===== config.mk =====
export PLATFORM = sky130hd
export DESIGN_NAME = tic_irq_ctrl
export DESIGN_NICKNAME = d
export VERILOG_FILES = /design/src/core/tic_pkg.sv /design/src/core/tic_sync.sv /design/src/core/tic_irq_ctrl.sv
export SDC_FILE = /design/constraint.sdc
export NUM_CORES = 1
export LEC_CHECK = 0
export BUFFER_PORTS_ARGS = -buffer_cell sky130_fd_sc_hd__buf_4
export CAP_MARGIN = 20
export CORE_MARGIN = 2
export CORE_UTILIZATION = 39
export DETAILED_ROUTE_END_ITERATION = 12
export PLACE_DENSITY = 0.73
export SLEW_MARGIN = 20
export SYNTH_ARGS = -nofsm -noshare
export SYNTH_HDL_FRONTEND = slang
export SYNTH_HIERARCHICAL = 1
export SYNTH_SLANG_ARGS = --single-unit

===== constraint.sdc =====
create_clock -name mclk -period 2.8 [get_ports mclk]
set_input_delay 0.14 -clock mclk [delete_from_list [all_inputs] [get_ports mclk]]
set_output_delay 0.14 -clock mclk [all_outputs]
set_load 0.01 [all_outputs]

===== src/core/tic_pkg.sv =====
// shared constants for the thermal supervision and interrupt controller
package tic_pkg;

    // register indices as printed; byte address is four times the index
    localparam logic [5:0] TIC_IDX_POWER_MGMT_THERMAL = 6'h0B;
    localparam logic [5:0] TIC_IDX_IRQ_STATUS = 6'h1A;
    localparam logic [5:0] TIC_IDX_IRQ_MASK = 6'h1B;
    localparam logic [5:0] TIC_IDX_IRQ_SOURCE_POLARITY = 6'h1C;
    localparam logic [5:0] TIC_IDX_IRQ_PIN_CONTROL = 6'h1D;

    // avalon byte address width and register widths
    localparam int TIC_ADDR_W = 8;
    localparam int TIC_DATA_W = 32;
    localparam int TIC_REG_W = 16;

    // power_mgmt_thermal fields
    localparam int TIC_BIT_THERMAL_CUTOFF_ENABLE = 8;
    localparam int TIC_BIT_TEMP_SENSOR_ENABLE = 7;
    localparam int TIC_BIT_TEMP_STATUS = 6;

    // irq_status and irq_mask share one layout
    localparam int TIC_BIT_SEQUENCER_DONE = 2;
    localparam int TIC_BIT_THERMAL_EVENT = 0;

    // irq_source_polarity field
    localparam int TIC_BIT_THERMAL_EVENT_INVERT = 0;

    // irq_pin_control fields
    localparam int TIC_BIT_IRQ_PIN_POLARITY = 15;
    localparam int TIC_BIT_IRQ_PIN_OPEN_DRAIN = 0;

    // values after reset
    localparam logic TIC_RST_THERMAL_CUTOFF_ENABLE = 1'b1;
    localparam logic TIC_RST_TEMP_SENSOR_ENABLE = 1'b1;
    localparam logic TIC_RST_SEQUENCER_DONE_MASK = 1'b1;
    localparam logic TIC_RST_THERMAL_EVENT_MASK = 1'b0;
    localparam logic TIC_RST_THERMAL_EVENT_INVERT = 1'b0;
    localparam logic TIC_RST_IRQ_PIN_POLARITY = 1'b0;
    localparam logic TIC_RST_IRQ_PIN_OPEN_DRAIN = 1'b0;
    localparam logic TIC_RST_FLAG = 1'b0;

    // synchroniser depth for the sensor comparator input
    localparam int TIC_SYNC_STAGES = 2;

    // bus handshake phase
    typedef enum logic {
        TIC_BUS_IDLE,
        TIC_BUS_ACK
    } tic_bus_e;

endpackage


===== src/core/tic_sync.sv =====
// two-flop level synchroniser for inputs from outside the clock domain
module tic_sync
    import tic_pkg::*;
#(
    parameter int WIDTH = 1
)
(
    input wire logic mclk,
    input wire logic nrst,
    input wire logic ce,
    input wire logic [WIDTH-1:0] async_in,
    output logic [WIDTH-1:0] sync_out
);

    genvar gi;
    generate
        for (gi = 0; gi < WIDTH; gi++)
        begin : g_bit
            logic [TIC_SYNC_STAGES-1:0] stage_reg;
            // the first stage feeds only the second stage
            always_ff @(posedge mclk or negedge nrst)
            begin
                if (!nrst)
                begin
                    stage_reg <= '0;
                end
                else if (ce)
                begin
                    stage_reg <= {stage_reg[TIC_SYNC_STAGES-2:0], async_in[gi]};
                end
            end
            assign sync_out[gi] = stage_reg[TIC_SYNC_STAGES-1];
        end
    endgenerate

endmodule


===== src/core/tic_irq_ctrl.sv =====
// thermal supervision and interrupt controller with avalon-mm register slave
//
// Added by the designer: the Avalon-MM interface to the registers.
module tic_irq_ctrl
    import tic_pkg::*;
(
    input wire logic mclk,
    input wire logic nrst,
    input wire logic ce,
    input wire logic [TIC_ADDR_W-1:0] avs_address,
    input wire logic avs_read,
    input wire logic avs_write,
    input wire logic [TIC_DATA_W-1:0] avs_writedata,
    input wire logic [3:0] avs_byteenable,
    output logic [TIC_DATA_W-1:0] avs_readdata,
    output logic avs_waitrequest,
    input wire logic over_temp_async,
    input wire logic sequencer_done,
    output logic temp_sensor_enable,
    output logic speaker_disable,
    output logic irq,
    output logic irq_pin_out,
    output logic irq_pin_oe
);

    typedef struct packed {
        tic_bus_e bus_phase;
        logic waitrequest;
        logic [TIC_DATA_W-1:0] readdata;
        logic thermal_cutoff_enable;
        logic temp_sensor_enable;
        logic temp_status;
        logic thermal_event_flag;
        logic sequencer_done_flag;
        logic thermal_event_mask;
        logic sequencer_done_mask;
        logic thermal_event_invert;
        logic irq_pin_polarity;
        logic irq_pin_open_drain;
        logic speaker_disable;
        logic irq;
        logic irq_pin_out;
        logic irq_pin_oe;
    } tic_state_s;

    tic_state_s state_reg;
    tic_state_s state_next;

    logic over_temp_sync;

    tic_sync #(
        .WIDTH(1)
    ) u_temp_sync (
        .mclk(mclk),
        .nrst(nrst),
        .ce(ce),
        .async_in(over_temp_async),
        .sync_out(over_temp_sync)
    );

    // register index decode; low two address bits must be zero for a hit
    logic [5:0] reg_idx;
    logic aligned;
    logic bus_req;
    logic [TIC_REG_W-1:0] wr_mask;
    logic [TIC_REG_W-1:0] wr_bits;

    assign reg_idx = avs_address[TIC_ADDR_W-1:2];
    assign aligned = (avs_address[1:0] == 2'h0);
    assign bus_req = avs_read | avs_write;
    assign wr_mask = {{8{avs_byteenable[1]}}, {8{avs_byteenable[0]}}};
    assign wr_bits = avs_writedata[TIC_REG_W-1:0] & wr_mask;

    // read view of each register; unused bits read as zero
    function automatic logic [TIC_REG_W-1:0] read_view(
        input tic_state_s s,
        input logic [5:0] idx
    );
        logic [TIC_REG_W-1:0] v;
        v = '0;
        case (idx)
            TIC_IDX_POWER_MGMT_THERMAL:
            begin
                v[TIC_BIT_THERMAL_CUTOFF_ENABLE] = s.thermal_cutoff_enable;
                v[TIC_BIT_TEMP_SENSOR_ENABLE] = s.temp_sensor_enable;
                v[TIC_BIT_TEMP_STATUS] = s.temp_status;
            end
            TIC_IDX_IRQ_STATUS:
            begin
                v[TIC_BIT_THERMAL_EVENT] = s.thermal_event_flag;
                v[TIC_BIT_SEQUENCER_DONE] = s.sequencer_done_flag;
            end
            TIC_IDX_IRQ_MASK:
            begin
                v[TIC_BIT_THERMAL_EVENT] = s.thermal_event_mask;
                v[TIC_BIT_SEQUENCER_DONE] = s.sequencer_done_mask;
            end
            TIC_IDX_IRQ_SOURCE_POLARITY:
            begin
                v[TIC_BIT_THERMAL_EVENT_INVERT] = s.thermal_event_invert;
            end
            TIC_IDX_IRQ_PIN_CONTROL:
            begin
                v[TIC_BIT_IRQ_PIN_POLARITY] = s.irq_pin_polarity;
                v[TIC_BIT_IRQ_PIN_OPEN_DRAIN] = s.irq_pin_open_drain;
            end
            default:
            begin
                v = '0;
            end
        endcase
        return v;
    endfunction

    always_comb
    begin
        logic write_now;
        logic hot;
        logic thermal_set;
        logic seq_set;
        logic thermal_clr;
        logic seq_clr;
        logic irq_active;
        logic pin_level;

        state_next = state_reg;
        write_now = 1'b0;
        hot = 1'b0;
        thermal_set = 1'b0;
        seq_set = 1'b0;
        thermal_clr = 1'b0;
        seq_clr = 1'b0;
        irq_active = 1'b0;
        pin_level = 1'b0;

        // bus handshake: a request is taken only while ce is high, but once
        // acknowledged it completes even if ce drops, so no write is lost
        case (state_reg.bus_phase)
            TIC_BUS_IDLE:
            begin
                state_next.waitrequest = 1'b1;
                if (ce && bus_req)
                begin
                    state_next.bus_phase = TIC_BUS_ACK;
                    state_next.waitrequest = 1'b0;
                    state_next.readdata = '0;
                    if (avs_read && aligned)
                    begin
                        state_next.readdata[TIC_REG_W-1:0] = read_view(state_reg, reg_idx);
                    end
                end
            end
            TIC_BUS_ACK:
            begin
                // master samples waitrequest low at this edge; write lands here
                write_now = avs_write && aligned;
                state_next.bus_phase = TIC_BUS_IDLE;
                state_next.waitrequest = 1'b1;
            end
            default:
            begin
                state_next.bus_phase = TIC_BUS_IDLE;
                state_next.waitrequest = 1'b1;
            end
        endcase

        // configuration writes
        if (write_now)
        begin
            case (reg_idx)
                TIC_IDX_POWER_MGMT_THERMAL:
                begin
                    if (wr_mask[TIC_BIT_THERMAL_CUTOFF_ENABLE])
                    begin
                        state_next.thermal_cutoff_enable =
                            wr_bits[TIC_BIT_THERMAL_CUTOFF_ENABLE];
                    end
                    if (wr_mask[TIC_BIT_TEMP_SENSOR_ENABLE])
                    begin
                        state_next.temp_sensor_enable = wr_bits[TIC_BIT_TEMP_SENSOR_ENABLE];
                    end
                end
                TIC_IDX_IRQ_STATUS:
                begin
                    thermal_clr = wr_bits[TIC_BIT_THERMAL_EVENT];
                    seq_clr = wr_bits[TIC_BIT_SEQUENCER_DONE];
                end
                TIC_IDX_IRQ_MASK:
                begin
                    if (wr_mask[TIC_BIT_THERMAL_EVENT])
                    begin
                        state_next.thermal_event_mask = wr_bits[TIC_BIT_THERMAL_EVENT];
                    end
                    if (wr_mask[TIC_BIT_SEQUENCER_DONE])
                    begin
                        state_next.sequencer_done_mask = wr_bits[TIC_BIT_SEQUENCER_DONE];
                    end
                end
                TIC_IDX_IRQ_SOURCE_POLARITY:
                begin
                    if (wr_mask[TIC_BIT_THERMAL_EVENT_INVERT])
                    begin
                        state_next.thermal_event_invert =
                            wr_bits[TIC_BIT_THERMAL_EVENT_INVERT];
                    end
                end
                TIC_IDX_IRQ_PIN_CONTROL:
                begin
                    if (wr_mask[TIC_BIT_IRQ_PIN_POLARITY])
                    begin
                        state_next.irq_pin_polarity = wr_bits[TIC_BIT_IRQ_PIN_POLARITY];
                    end
                    if (wr_mask[TIC_BIT_IRQ_PIN_OPEN_DRAIN])
                    begin
                        state_next.irq_pin_open_drain = wr_bits[TIC_BIT_IRQ_PIN_OPEN_DRAIN];
                    end
                end
                default:
                begin
                    // unmapped write is accepted and dropped
                    write_now = 1'b0;
                end
            endcase
        end

        // source sampling freezes with ce; a disabled sensor reports nothing
        if (ce)
        begin
            hot = state_reg.temp_sensor_enable & over_temp_sync;
            state_next.temp_status = hot;
            // the invert bit also needs a live sensor, otherwise a disabled
            // sensor would look like a permanent normal-temperature event
            thermal_set = state_reg.temp_sensor_enable
                & (over_temp_sync ^ state_reg.thermal_event_invert);
            seq_set = sequencer_done;
        end

        // level-sampled sticky flags; set wins over a same-cycle clear
        // only two sources exist; other status bits read zero
        state_next.thermal_event_flag =
            (state_reg.thermal_event_flag & ~thermal_clr) | thermal_set;
        state_next.sequencer_done_flag =
            (state_reg.sequencer_done_flag & ~seq_clr) | seq_set;

        // speaker cutoff follows the live over-temperature level
        state_next.speaker_disable = state_next.thermal_cutoff_enable
            & state_next.temp_sensor_enable & state_next.temp_status;

        // outputs are derived from next state so every output is a flop
        irq_active = (state_next.thermal_event_flag & ~state_next.thermal_event_mask)
            | (state_next.sequencer_done_flag & ~state_next.sequencer_done_mask);
        state_next.irq = irq_active;

        // pin level: active low unless the polarity bit is set
        pin_level = state_next.irq_pin_polarity ? irq_active : ~irq_active;
        if (state_next.irq_pin_open_drain)
        begin
            // open drain: release for 1, pull low for 0
            state_next.irq_pin_out = 1'b0;
            state_next.irq_pin_oe = ~pin_level;
        end
        else
        begin
            state_next.irq_pin_out = pin_level;
            state_next.irq_pin_oe = 1'b1;
        end
    end

    always_ff @(posedge mclk or negedge nrst)
    begin
        if (!nrst)
        begin
            state_reg.bus_phase <= TIC_BUS_IDLE;
            state_reg.waitrequest <= 1'b1;
            state_reg.readdata <= '0;
            state_reg.thermal_cutoff_enable <= TIC_RST_THERMAL_CUTOFF_ENABLE;
            state_reg.temp_sensor_enable <= TIC_RST_TEMP_SENSOR_ENABLE;
            state_reg.temp_status <= TIC_RST_FLAG;
            state_reg.thermal_event_flag <= TIC_RST_FLAG;
            state_reg.sequencer_done_flag <= TIC_RST_FLAG;
            state_reg.thermal_event_mask <= TIC_RST_THERMAL_EVENT_MASK;
            state_reg.sequencer_done_mask <= TIC_RST_SEQUENCER_DONE_MASK;
            state_reg.thermal_event_invert <= TIC_RST_THERMAL_EVENT_INVERT;
            state_reg.irq_pin_polarity <= TIC_RST_IRQ_PIN_POLARITY;
            state_reg.irq_pin_open_drain <= TIC_RST_IRQ_PIN_OPEN_DRAIN;
            state_reg.speaker_disable <= 1'b0;
            state_reg.irq <= 1'b0;
            // inactive active-low pin drives high in push-pull mode
            state_reg.irq_pin_out <= 1'b1;
            state_reg.irq_pin_oe <= 1'b1;
        end
        else
        begin
            state_reg <= state_next;
        end
    end

    assign avs_readdata = state_reg.readdata;
    assign avs_waitrequest = state_reg.waitrequest;
    assign temp_sensor_enable = state_reg.temp_sensor_enable;
    assign speaker_disable = state_reg.speaker_disable;
    assign irq = state_reg.irq;
    assign irq_pin_out = state_reg.irq_pin_out;
    assign irq_pin_oe = state_reg.irq_pin_oe;

endmodule


==> out/qor.txt, run 1 <==
first-pass GRT wire length: 3974 µm
post-CTS sizing: 0
max incr delay on CP: 0.51 ns
setup violators final: 0
peak supply drop: 0.1100 mV
Post-Route WL: 2452 µm
Setup CP Type: register to register
sequential share of the synthesized area: 44.51%
post-detailed-route wirelength per cell: 11.79 µm
Synth Instances: 131
number of global-route vias before repair: 880
fin crit share: 69.37%
layout cells sized above 1: 32.10%
Tmin final: 1.942 ns
die area: 3993 µm²
Worst Setup End Kind: register
Ant. Diodes: 0
io pins: 89
H-tree levels: 1
Hold Crit Class: input pin to register
Initial Utilization: 40.62%
CP Cell Sequence: and4bb_2, or4b_4, mux2i_2, a22oi_2, mux2i_1
Post-Syn Area: 1366 µm²
worst skew pair latency: 0.30 ns
kind of cell adding the most delay to the critical path: simple AND/OR/NAND/NOR gates
worst reg2reg setup slack: 0.86 ns
P_leak: 0.7830 nW
antenna viol nets, final: 0
Slew HR: 64.87%
Clock Root Buffer: clkbuf_4
Core Util, Final: 46.73%
fin. max-slew vios: 0
CP max-delay cell: or4b_4
Setup Fix Bufs, Post-CTS: 0
routability congestion estimate: 0.9012
Post-synth EDFFs: 0
Unique masters post-synth: 41
TNS Setup: 0 ns
drc violations: 0
commonest non-fill, non-tap cell in the layout: buf_4
max reg flops: 10
hold_ws: 0.06412 ns
register bit total from synthesis: 24
Req. time, crit path: 3.03 ns
post-route cell area: 1572 µm²
hold_buf cts: 1
deepest clock path buffer count: 2
clock sink count: 24
Post-DP HPWL: 1973 µm
Post-synth top flop: dfrtp_1
Row Count: 21
unrepaired setup endpoints after global routing: no
total iterations of the first detailed-routing run: 4
Via Count: 969
most frequent cells in the layout: buf_4 (33), conb_1 (26), dfrtp_1 (18)
vias per inst: 4.659
Area Overhead vs Synth: 15.02%
CORE AREA: 3363 µm²
power per cell area: 387.9 nW/µm²
Worst Path Buf+Inv: 0
status: completed
Slew @ Worst Pin: 0.5235 ns
Post-DP Area: 1525 µm²
Post-layout nets: 214
crit-path max FO: 6
CTS tree: yes
synthesis warning total: 6
arrival time worst endpoint: 2.18 ns
TritonCTS buffer count: 3
GRT overflow: 0
Tot Pwr: 0.6095 mW
syn avg cell area: 10.43 µm²
Die Ht: 63.19 µm
Fin Clk Skew: 0.004620 ns
endpoints failing hold: 0
chip width: 63.19 µm
clock-pin slew on the worst setup and hold paths: 0.12 ns
Fmax achieved: 0.5149 GHz
pin count of the biggest net entering global routing: 25
Post-synth ARST share: 100.0%
initial antenna violation count: 0
max_cap viols: 0
IO buf count: 33
GRT Total Usage: 12.45%
DR iter-0 viols: 63
CP startpoint kind: register
## path summary, 6_finish.rpt
check / depth (start not counted) / start / end
worst min register to register: 2 / avs_readdata[2] / avs_readdata[2]
worst min-delay path: 2 / over_temp_async / u_temp_sync/g_bit[0].stage_reg[0]
worst max register to register: 5 / state_reg[47] / irq_pin_out
worst max-delay path: 5 / state_reg[47] / irq_pin_out
max in group asynchronous: 2 / nrst / state_reg[13]
min in group asynchronous: 2 / nrst / state_reg[5]
## routing by layer
metal  GRT usage, %  vias to the layer above  share of wire, %
li1               -                      471                 -
met2          20.48                       47                46
met1          16.02                      449                43
met4          4.891                        0               1.2
met3          2.679                        2               9.1
met5              0                        -                 0
## kinds of logic after synthesis
| group | share of synthesized area, % |
|---|---|
| buffers and inverters | 19.78 |
| and+or+nand+nor | 16.30 |
| DFF | 44.51 |
| AOI/OAI and AO/OA | 11.17 |
| muxes | 7.326 |
| xor gates and xnor gates | 0.6411 |
| other | 0.2745 |
## cells in the mapped netlist, types with 2 or more instances
master | count | area share (%)
and2_1 | 2 | 0.92
and3_1 | 2 | 0.92
nand3_1 | 4 | 1.5
a22oi_1 | 2 | 1.1
nand4b_1 | 2 | 1.3
mux2_2 | 5 | 4.1
dfstp_2 | 6 | 12
nand2_1 | 8 | 2.2
a22o_1 | 3 | 1.9
nor3_1 | 2 | 0.73
mux2i_1 | 3 | 2.2
nand4_1 | 2 | 0.92
nor2_1 | 2 | 0.55
o21ai_0 | 4 | 1.5
inv_1 | 8 | 2.2
nor2b_1 | 3 | 1.4
buf_4 | 32 | 18
dfrtp_1 | 18 | 33
## metrics by stage
step                instances  setup slack (ns)
floorplan                 156             1.034
global placement          203            0.9155
detailed placement        203            0.8625
CTS                       208            0.8386
global route              208            0.7531
finish                    208            0.8577
## layout make-up
cell class	instances	area, µm²
fill	354	1792
sequential	24	608.1
multi-input combinational	92	581.8
timing repair buffer	34	257.7
tap	46	57.56
clock buffer	4	36.28
inverter	8	30.03
## report_power, final
group | switching, mW | total (mW) | internal (mW) | leakage (nW)
sequential | 0.00391 | 0.359 | 0.355 | 0.292
combinational | 0.0440 | 0.0760 | 0.0320 | 0.470
clock | 0.0953 | 0.175 | 0.0792 | 0.0210
Power figures use the tool's default switching activity.
==> inputs of run 2 (changes only) <==
--- a/config.mk
+++ b/config.mk
@@ -8,9 +8,9 @@
 export BUFFER_PORTS_ARGS = -buffer_cell sky130_fd_sc_hd__buf_4
 export CAP_MARGIN = 20
 export CORE_MARGIN = 2
-export CORE_UTILIZATION = 39
+export CORE_UTILIZATION = 38
 export DETAILED_ROUTE_END_ITERATION = 12
-export PLACE_DENSITY = 0.73
+export PLACE_DENSITY = 0.74
 export SLEW_MARGIN = 20
 export SYNTH_ARGS = -nofsm -noshare
 export SYNTH_HDL_FRONTEND = slang
==> constraint.sdc (replaced) <==
create_clock -name mclk -period 1.65 [get_ports mclk]
set_input_delay 0.0825 -clock mclk [delete_from_list [all_inputs] [get_ports mclk]]
set_output_delay 0.0825 -clock mclk [all_outputs]
set_load 0.01 [all_outputs]
==> out/qor.txt, run 2 (synthesized netlist as in run 1, its figures left out) <==
status: finished, violations left
failing checks: negative setup slack
total iterations of the first detailed-routing run: 4 (unchanged)
clock group share of total power: 29.3% (+0.7 points)
sw power: 0.2608 mW (+82%)
commonest non-fill, non-tap cell in the layout: buf_4
DR iter-0 viols: 83 (+32%)
hold path depth: 3 (+1)
setup slack after layout: -0.2089 ns (-1.067 ns)
Slew @ Worst Pin: 0.5320 ns (+0.008527 ns)
Tmin final: 1.859 ns (-0.08338 ns)
layout cells sized above 1: 34.32% (+2.2 points)
Clock Root Buffer: clkbuf_4
io pins: 89 (unchanged)
fin. max-slew vios: 0 (unchanged)
clock sink count: 24 (unchanged)
Setup CP Type: register to register
Fin Clk Skew: 0.003429 ns (-0.001191 ns)
power per cell area: 649.1 nW/µm² (+67%)
Post-Route WL: 2770 µm (+13%)
Fmax achieved: 0.5380 GHz (+4.5%)
P_int: 0.7983 mW (+71%)
FF/Latch Area: 608.1 µm² (unchanged)
post-detailed-route wirelength per cell: 12.88 µm (+9.3%)
TritonCTS buffer count: 3 (unchanged)
placed instance count: 207 (+2.0%)
initial antenna violation count: 0 (unchanged)
max reg flops: 10 (unchanged)
fin crit share: 112.7% (+43 points)
routability congestion estimate: 0.8596 (-4.6%)
terminus of the critical flop-to-flop path: irq_pin_oe
sequential share of power: 57.6% (-1.3 points)
fillers: 308 (-13%)
Area Overhead vs Synth: 19.41%
IO buf count: 33 (unchanged)
GRT overflow: 0 (unchanged)
arrival time worst endpoint: 2.11 ns (-0.07 ns)
pin count of the biggest net entering global routing: 25 (unchanged)
Slew HR: 64.30% (-0.57 points)
hold_ws: 0.01514 ns (-0.04898 ns)
Post-DP HPWL: 2181 µm (+11%)
peak supply drop: 0.2529 mV (+130%)
Worst Setup End Kind: register
most frequent cells in the layout: buf_4 (38), conb_1 (26), dfrtp_1 (18)
number of global-route vias before repair: 1008 (+15%)
CP startpoint kind: register
worst skew pair latency: 0.31 ns (about the same)
setup violators final: 3 (+3)
worst-case reg-to-reg path depth: 5 (unchanged)
sw frac: 24.63% (+1.1 points)
Post-layout nets: 221 (+3.3%)
P_leak: 0.8169 nW (+4.3%)
Hold Crit Class: input pin to register
Ant. Diodes: 0 (unchanged)
CORE AREA: 3390 µm² (+0.78%)
HP Start: avs_writedata[2]
chip width: 63.96 µm (+1.2%)
Via Count: 1033 (+6.6%)
Die Ht: 63.96 µm (+1.2%)
GRT Total Usage: 14.25% (+1.8 points)
Row Count: 21 (unchanged)
antenna viol nets, final: 0 (unchanged)
Tot Pwr: 1.059 mW (+74%)
crit-path max FO: 3 (-3)
Worst Hold Path EP: state_reg[7]
multi-input logic area: 584.3 µm² (+0.43%)
worst reg2reg setup slack: -0.21 ns (-1.07 ns)
vias per inst: 4.805 (+3.1%)
endpoints failing hold: 0 (unchanged)
Req. time, crit path: 1.90 ns (-1.13 ns)
clock-pin slew on the worst setup and hold paths: 0.13 ns (about the same)
Non-Filler Instances: 215 (+3.4%)
unrepaired setup endpoints after global routing: yes
Reg-to-Reg Start: state_reg[47]
max_cap viols: 0 (unchanged)
CTS tree: yes
die area: 4091 µm² (+2.5%)
H-tree levels: 1 (unchanged)
Initial Utilization: 40.31% (-0.31 points)
first-pass GRT wire length: 4540 µm (+14%)
deepest clock path buffer count: 2 (unchanged)
drc violations: 0 (unchanged)
Comb power frac: 13.1% (+0.6 points)
[run 2: cell count changes in the layout (fill, tap and decap cells not counted), sizes merged]
| cell | before | now |
|---|---|---|
| buf | 33 | 38 |
| dlygate4sd3 | 1 | 3 |
[run 2: what timing repair did]
item,4_1_cts,5_1_grt
gates resized for setup,0,1
setup endpoints to repair,3,4
gates cloned,0,0
hold buffers,2,1
setup buffers,0,1
hold endpoints to repair,25,1
[run 2: worst max-delay path by stage]
| stage | start | endpoint | slack [ns] | cells after the start |
|---|---|---|---|---|
| 5_1_grt | state_reg[47] | irq_pin_out | -0.28 | 5 |
| 6_report | state_reg[47] | irq_pin_oe | -0.21 | 5 |
| 4_1_cts | state_reg[47] | irq_pin_oe | -0.23 | 5 |
| 2_1_floorplan | state_reg[47] | irq_pin_oe | -0.09 | 5 |
| 3_5_place_dp | state_reg[47] | irq_pin_oe | -0.19 | 5 |
| 3_3_place_gp | state_reg[47] | irq_pin_oe | -0.09 | 5 |
[run 2: worst max-delay path, stage by stage (launching register included)]
cell and delay (ns):
dfrtp_1 0.37, and4bb_2 0.24, or4b_4 0.50, mux2i_2 0.18, a22oi_2 0.26, mux2i_1 0.24
[run 2: layout make-up]
type,count,area share [%]
multi-input cells,92,35.81
well taps,46,3.528
inverters,8,1.840
repair buffers,41,19.33
clock buffers,4,2.224
flip-flops and latches,24,37.27
[run 2: through the flow]
stage | cell area, µm² | util (%) | TNS (ns) | setup slack [ns]
detailed placement | 1555 | 45.88 | -0.4063 | -0.1882
CTS | 1612 | 47.55 | -0.5119 | -0.2272
finish | 1632 | 48.14 | -0.5757 | -0.2089
floorplan | 1460 | - | -0.1745 | -0.08724
global placement | 1555 | 45.88 | -0.1825 | -0.08604
global route | 1632 | 48.14 | -0.8104 | -0.2823
[run 2: power groups by stage]
stage               Combinational, mW  Sequential [mW]  Clock (mW)
global route                    0.154            0.612       0.351
CTS                             0.136            0.610       0.317
floorplan                       0.102            0.620           0
finish                          0.139            0.610       0.310
detailed placement              0.132            0.621           0
global placement                0.129            0.620           0
[run 2: metal layers]
layer / global-route usage [%] / routed length (µm) / vias to the layer above / share of wire, %
met5: 0 / 0 / - / 0
met4: 5.707 / 38 / 0 / 1.4
met3: 2.641 / 262 / 5 / 9.5
met2: 25.26 / 1369 / 63 / 49
met1: 16.85 / 1100 / 484 / 40
li1: - / - / 481 / -
==> inputs of run 3 (changes only) <==
--- a/config.mk
+++ b/config.mk
@@ -7,7 +7,6 @@
 export LEC_CHECK = 0
 export BUFFER_PORTS_ARGS = -buffer_cell sky130_fd_sc_hd__buf_4
 export CAP_MARGIN = 20
-export CORE_MARGIN = 2
 export CORE_UTILIZATION = 38
 export DETAILED_ROUTE_END_ITERATION = 12
 export PLACE_DENSITY = 0.74
==> out/qor.txt, run 3 (synthesized netlist as in run 1, its figures left out) <==
status: finished, violations left
failing checks: negative setup slack
post-route cell area: 1652 µm² (+1.2%)
first-pass GRT wire length: 3884 µm (-14%)
most frequent cells in the layout: buf_4 (39), conb_1 (26), dfrtp_1 (18)
post-detailed-route wirelength per cell: 11.80 µm (-8.4%)
Hold Crit Class: input pin to register
commonest non-fill, non-tap cell in the layout: buf_4
die area: 3839 µm² (-6.2%)
max_cap viols: 0 (unchanged)
Clock Root Buffer: clkbuf_4
io pins: 89 (unchanged)
multi-input logic area: 590.6 µm² (+1.1%)
chip width: 61.96 µm (-3.1%)
sequential share of power: 52.5% (-5.1 points)
Worst Path Buf+Inv: 0 (unchanged)
Slew HR: 65.51% (+1.2 points)
P_int: 0.9099 mW (+14%)
worst skew pair latency: 0.31 ns (about the same)
TritonCTS buffer count: 3 (unchanged)
max reg flops: 10 (unchanged)
Die Ht: 61.96 µm (-3.1%)
Tmin final: 1.859 ns (-0.0002620 ns)
antenna viol nets, final: 0 (unchanged)
clock-pin slew on the worst setup and hold paths: 0.13 ns (about the same)
sw frac: 21.60% (-3.0 points)
kind of cell adding the most delay to the critical path: simple AND/OR/NAND/NOR gates
arrival time worst endpoint: 2.10 ns (about the same)
Via Count: 992 (-4.0%)
Initial Utilization: 40.31% (unchanged)
GRT overflow: 0 (unchanged)
Slew @ Worst Pin: 0.5139 ns (-0.01805 ns)
Area Overhead vs Synth: 20.88%
CP startpoint kind: register
max incr delay on CP: 0.50 ns (about the same)
layout cells sized above 1: 36.09% (+1.8 points)
H-tree levels: 1 (unchanged)
pin count of the biggest net entering global routing: 25 (unchanged)
CP max-delay cell: or4b_4
clock sink count: 24 (unchanged)
number of global-route vias before repair: 878 (-13%)
Post-DP HPWL: 1993 µm (-8.6%)
Comb power frac: 12.0% (-1.1 points)
P_leak: 0.8255 nW (+1.1%)
fillers: 309 (+0.32%)
fin. max-slew vios: 0 (unchanged)
unrepaired setup endpoints after global routing: yes
Fin Clk Skew: 0.006775 ns (+0.003346 ns)
setup violators final: 3 (unchanged)
Post-Route WL: 2538 µm (-8.4%)
IO buf count: 33 (unchanged)
crit-path max FO: 3 (unchanged)
endpoints failing hold: 0 (unchanged)
Core Util, Final: 48.73% (+0.59 points)
Req. time, crit path: 1.89 ns (about the same)
Post-layout nets: 221 (unchanged)
initial antenna violation count: 0 (unchanged)
deepest clock path buffer count: 2 (unchanged)
total iterations of the first detailed-routing run: 4 (unchanged)
GRT Total Usage: 14.09% (-0.17 points)
CP Cell Sequence: and4bb_2, or4b_4, mux2i_2, a22oi_2, mux2i_1
DR iter-0 viols: 38 (-54%)
Post-DP Area: 1548 µm² (-0.48%)
drc violations: 0 (unchanged)
Row Count: 21 (unchanged)
routability congestion estimate: 0.8428 (-2.0%)
Worst Setup End Kind: register
CORE AREA: 3390 µm² (unchanged)
FF/Latch Area: 608.1 µm² (unchanged)
fin crit share: 112.6% (about the same)
Setup CP Type: register to register
sw power: 0.2507 mW (-3.9%)
Ant. Diodes: 0 (unchanged)
clock group share of total power: 35.5% (+6.2 points)
peak supply drop: 0.2975 mV (+18%)
CTS tree: yes
Fmax achieved: 0.5380 GHz (about the same)
setup slack after layout: -0.2086 ns (+0.0002620 ns)
power per cell area: 702.7 nW/µm² (+8.3%)
vias per inst: 4.614 (-4.0%)
[run 3: changes by cell type in the layout (fill, tap and decap cells not counted), sizes merged]
cell	delta
clkbuf	-1
dlygate4sd3	-1
bufinv	+1
buf	+1
[run 3: final timing paths]
check / start / to / slack, ns / cells after the start
setup / recovery: state_reg[47] / irq_pin_oe / -0.21 / 5
hold / removal: avs_writedata[8] / state_reg[13] / 0.02 / 2
setup reg to reg: state_reg[47] / irq_pin_oe / -0.21 / 5
hold reg to reg: avs_readdata[2] / avs_readdata[2] / 0.50 / 2
max in group asynchronous: nrst / state_reg[13] / 1.18 / 2
min in group asynchronous: nrst / avs_readdata[2] / 0.19 / 2
[run 3: timing repair]
item,4_1_cts,5_1_grt
endpoints found under the setup margin,3,4
pin swaps,0,0
gates resized for setup,1,2
buffers inserted,2,1
hold buffers,2,0
endpoints found under the hold margin,25,0
[run 3: metrics by stage]
step	cells	power, mW	hold WS (ns)	setup slack (ns)	setup TNS (ns)
after global routing	215	1.226	0.0007630	-0.2896	-0.7789
after floorplan	156	0.7225	-0.2131	-0.08724	-0.1745
after CTS	214	1.176	0.01036	-0.1898	-0.4888
after global placement	206	0.7478	-0.009858	-0.08450	-0.1763
final	215	1.161	0.02177	-0.2086	-0.5367
after detailed placement	206	0.7489	-0.007625	-0.1634	-0.3384
[run 3: final cells by class]
class	instances	share of cell area, %
flip-flops and latches	24	36.82
multi-input cells	92	35.76
repair buffers	41	18.94
well taps	46	3.485
clock inverters	1	1.818
inverters	8	1.818
clock buffers	3	1.364
[run 3: worst register-to-register path, cell delays in order (launching register included)]
cell and delay [ns]:
dfrtp_1 0.37, and4bb_2 0.24, or4b_4 0.50, mux2i_2 0.18
a22oi_2 0.25, mux2i_1 0.25
[run 3: metal layers]
metal,GRT usage (%),vias to the layer above,part of all wire (%)
met5,0,-,0
met3,2.277,2,8.5
met4,5.714,0,1.1
met2,24.47,55,48
li1,-,480,-
met1,17.31,455,42
[run 3: power by group through the flow]
| stage | sequential [mW] | clock [mW] | combinational [mW] |
|---|---|---|---|
| final | 0.609 | 0.412 | 0.139 |
| after global routing | 0.611 | 0.458 | 0.157 |
| after CTS | 0.610 | 0.430 | 0.136 |
| after detailed placement | 0.620 | 0 | 0.129 |
| after global placement | 0.620 | 0 | 0.128 |
| after floorplan | 0.620 | 0 | 0.102 |
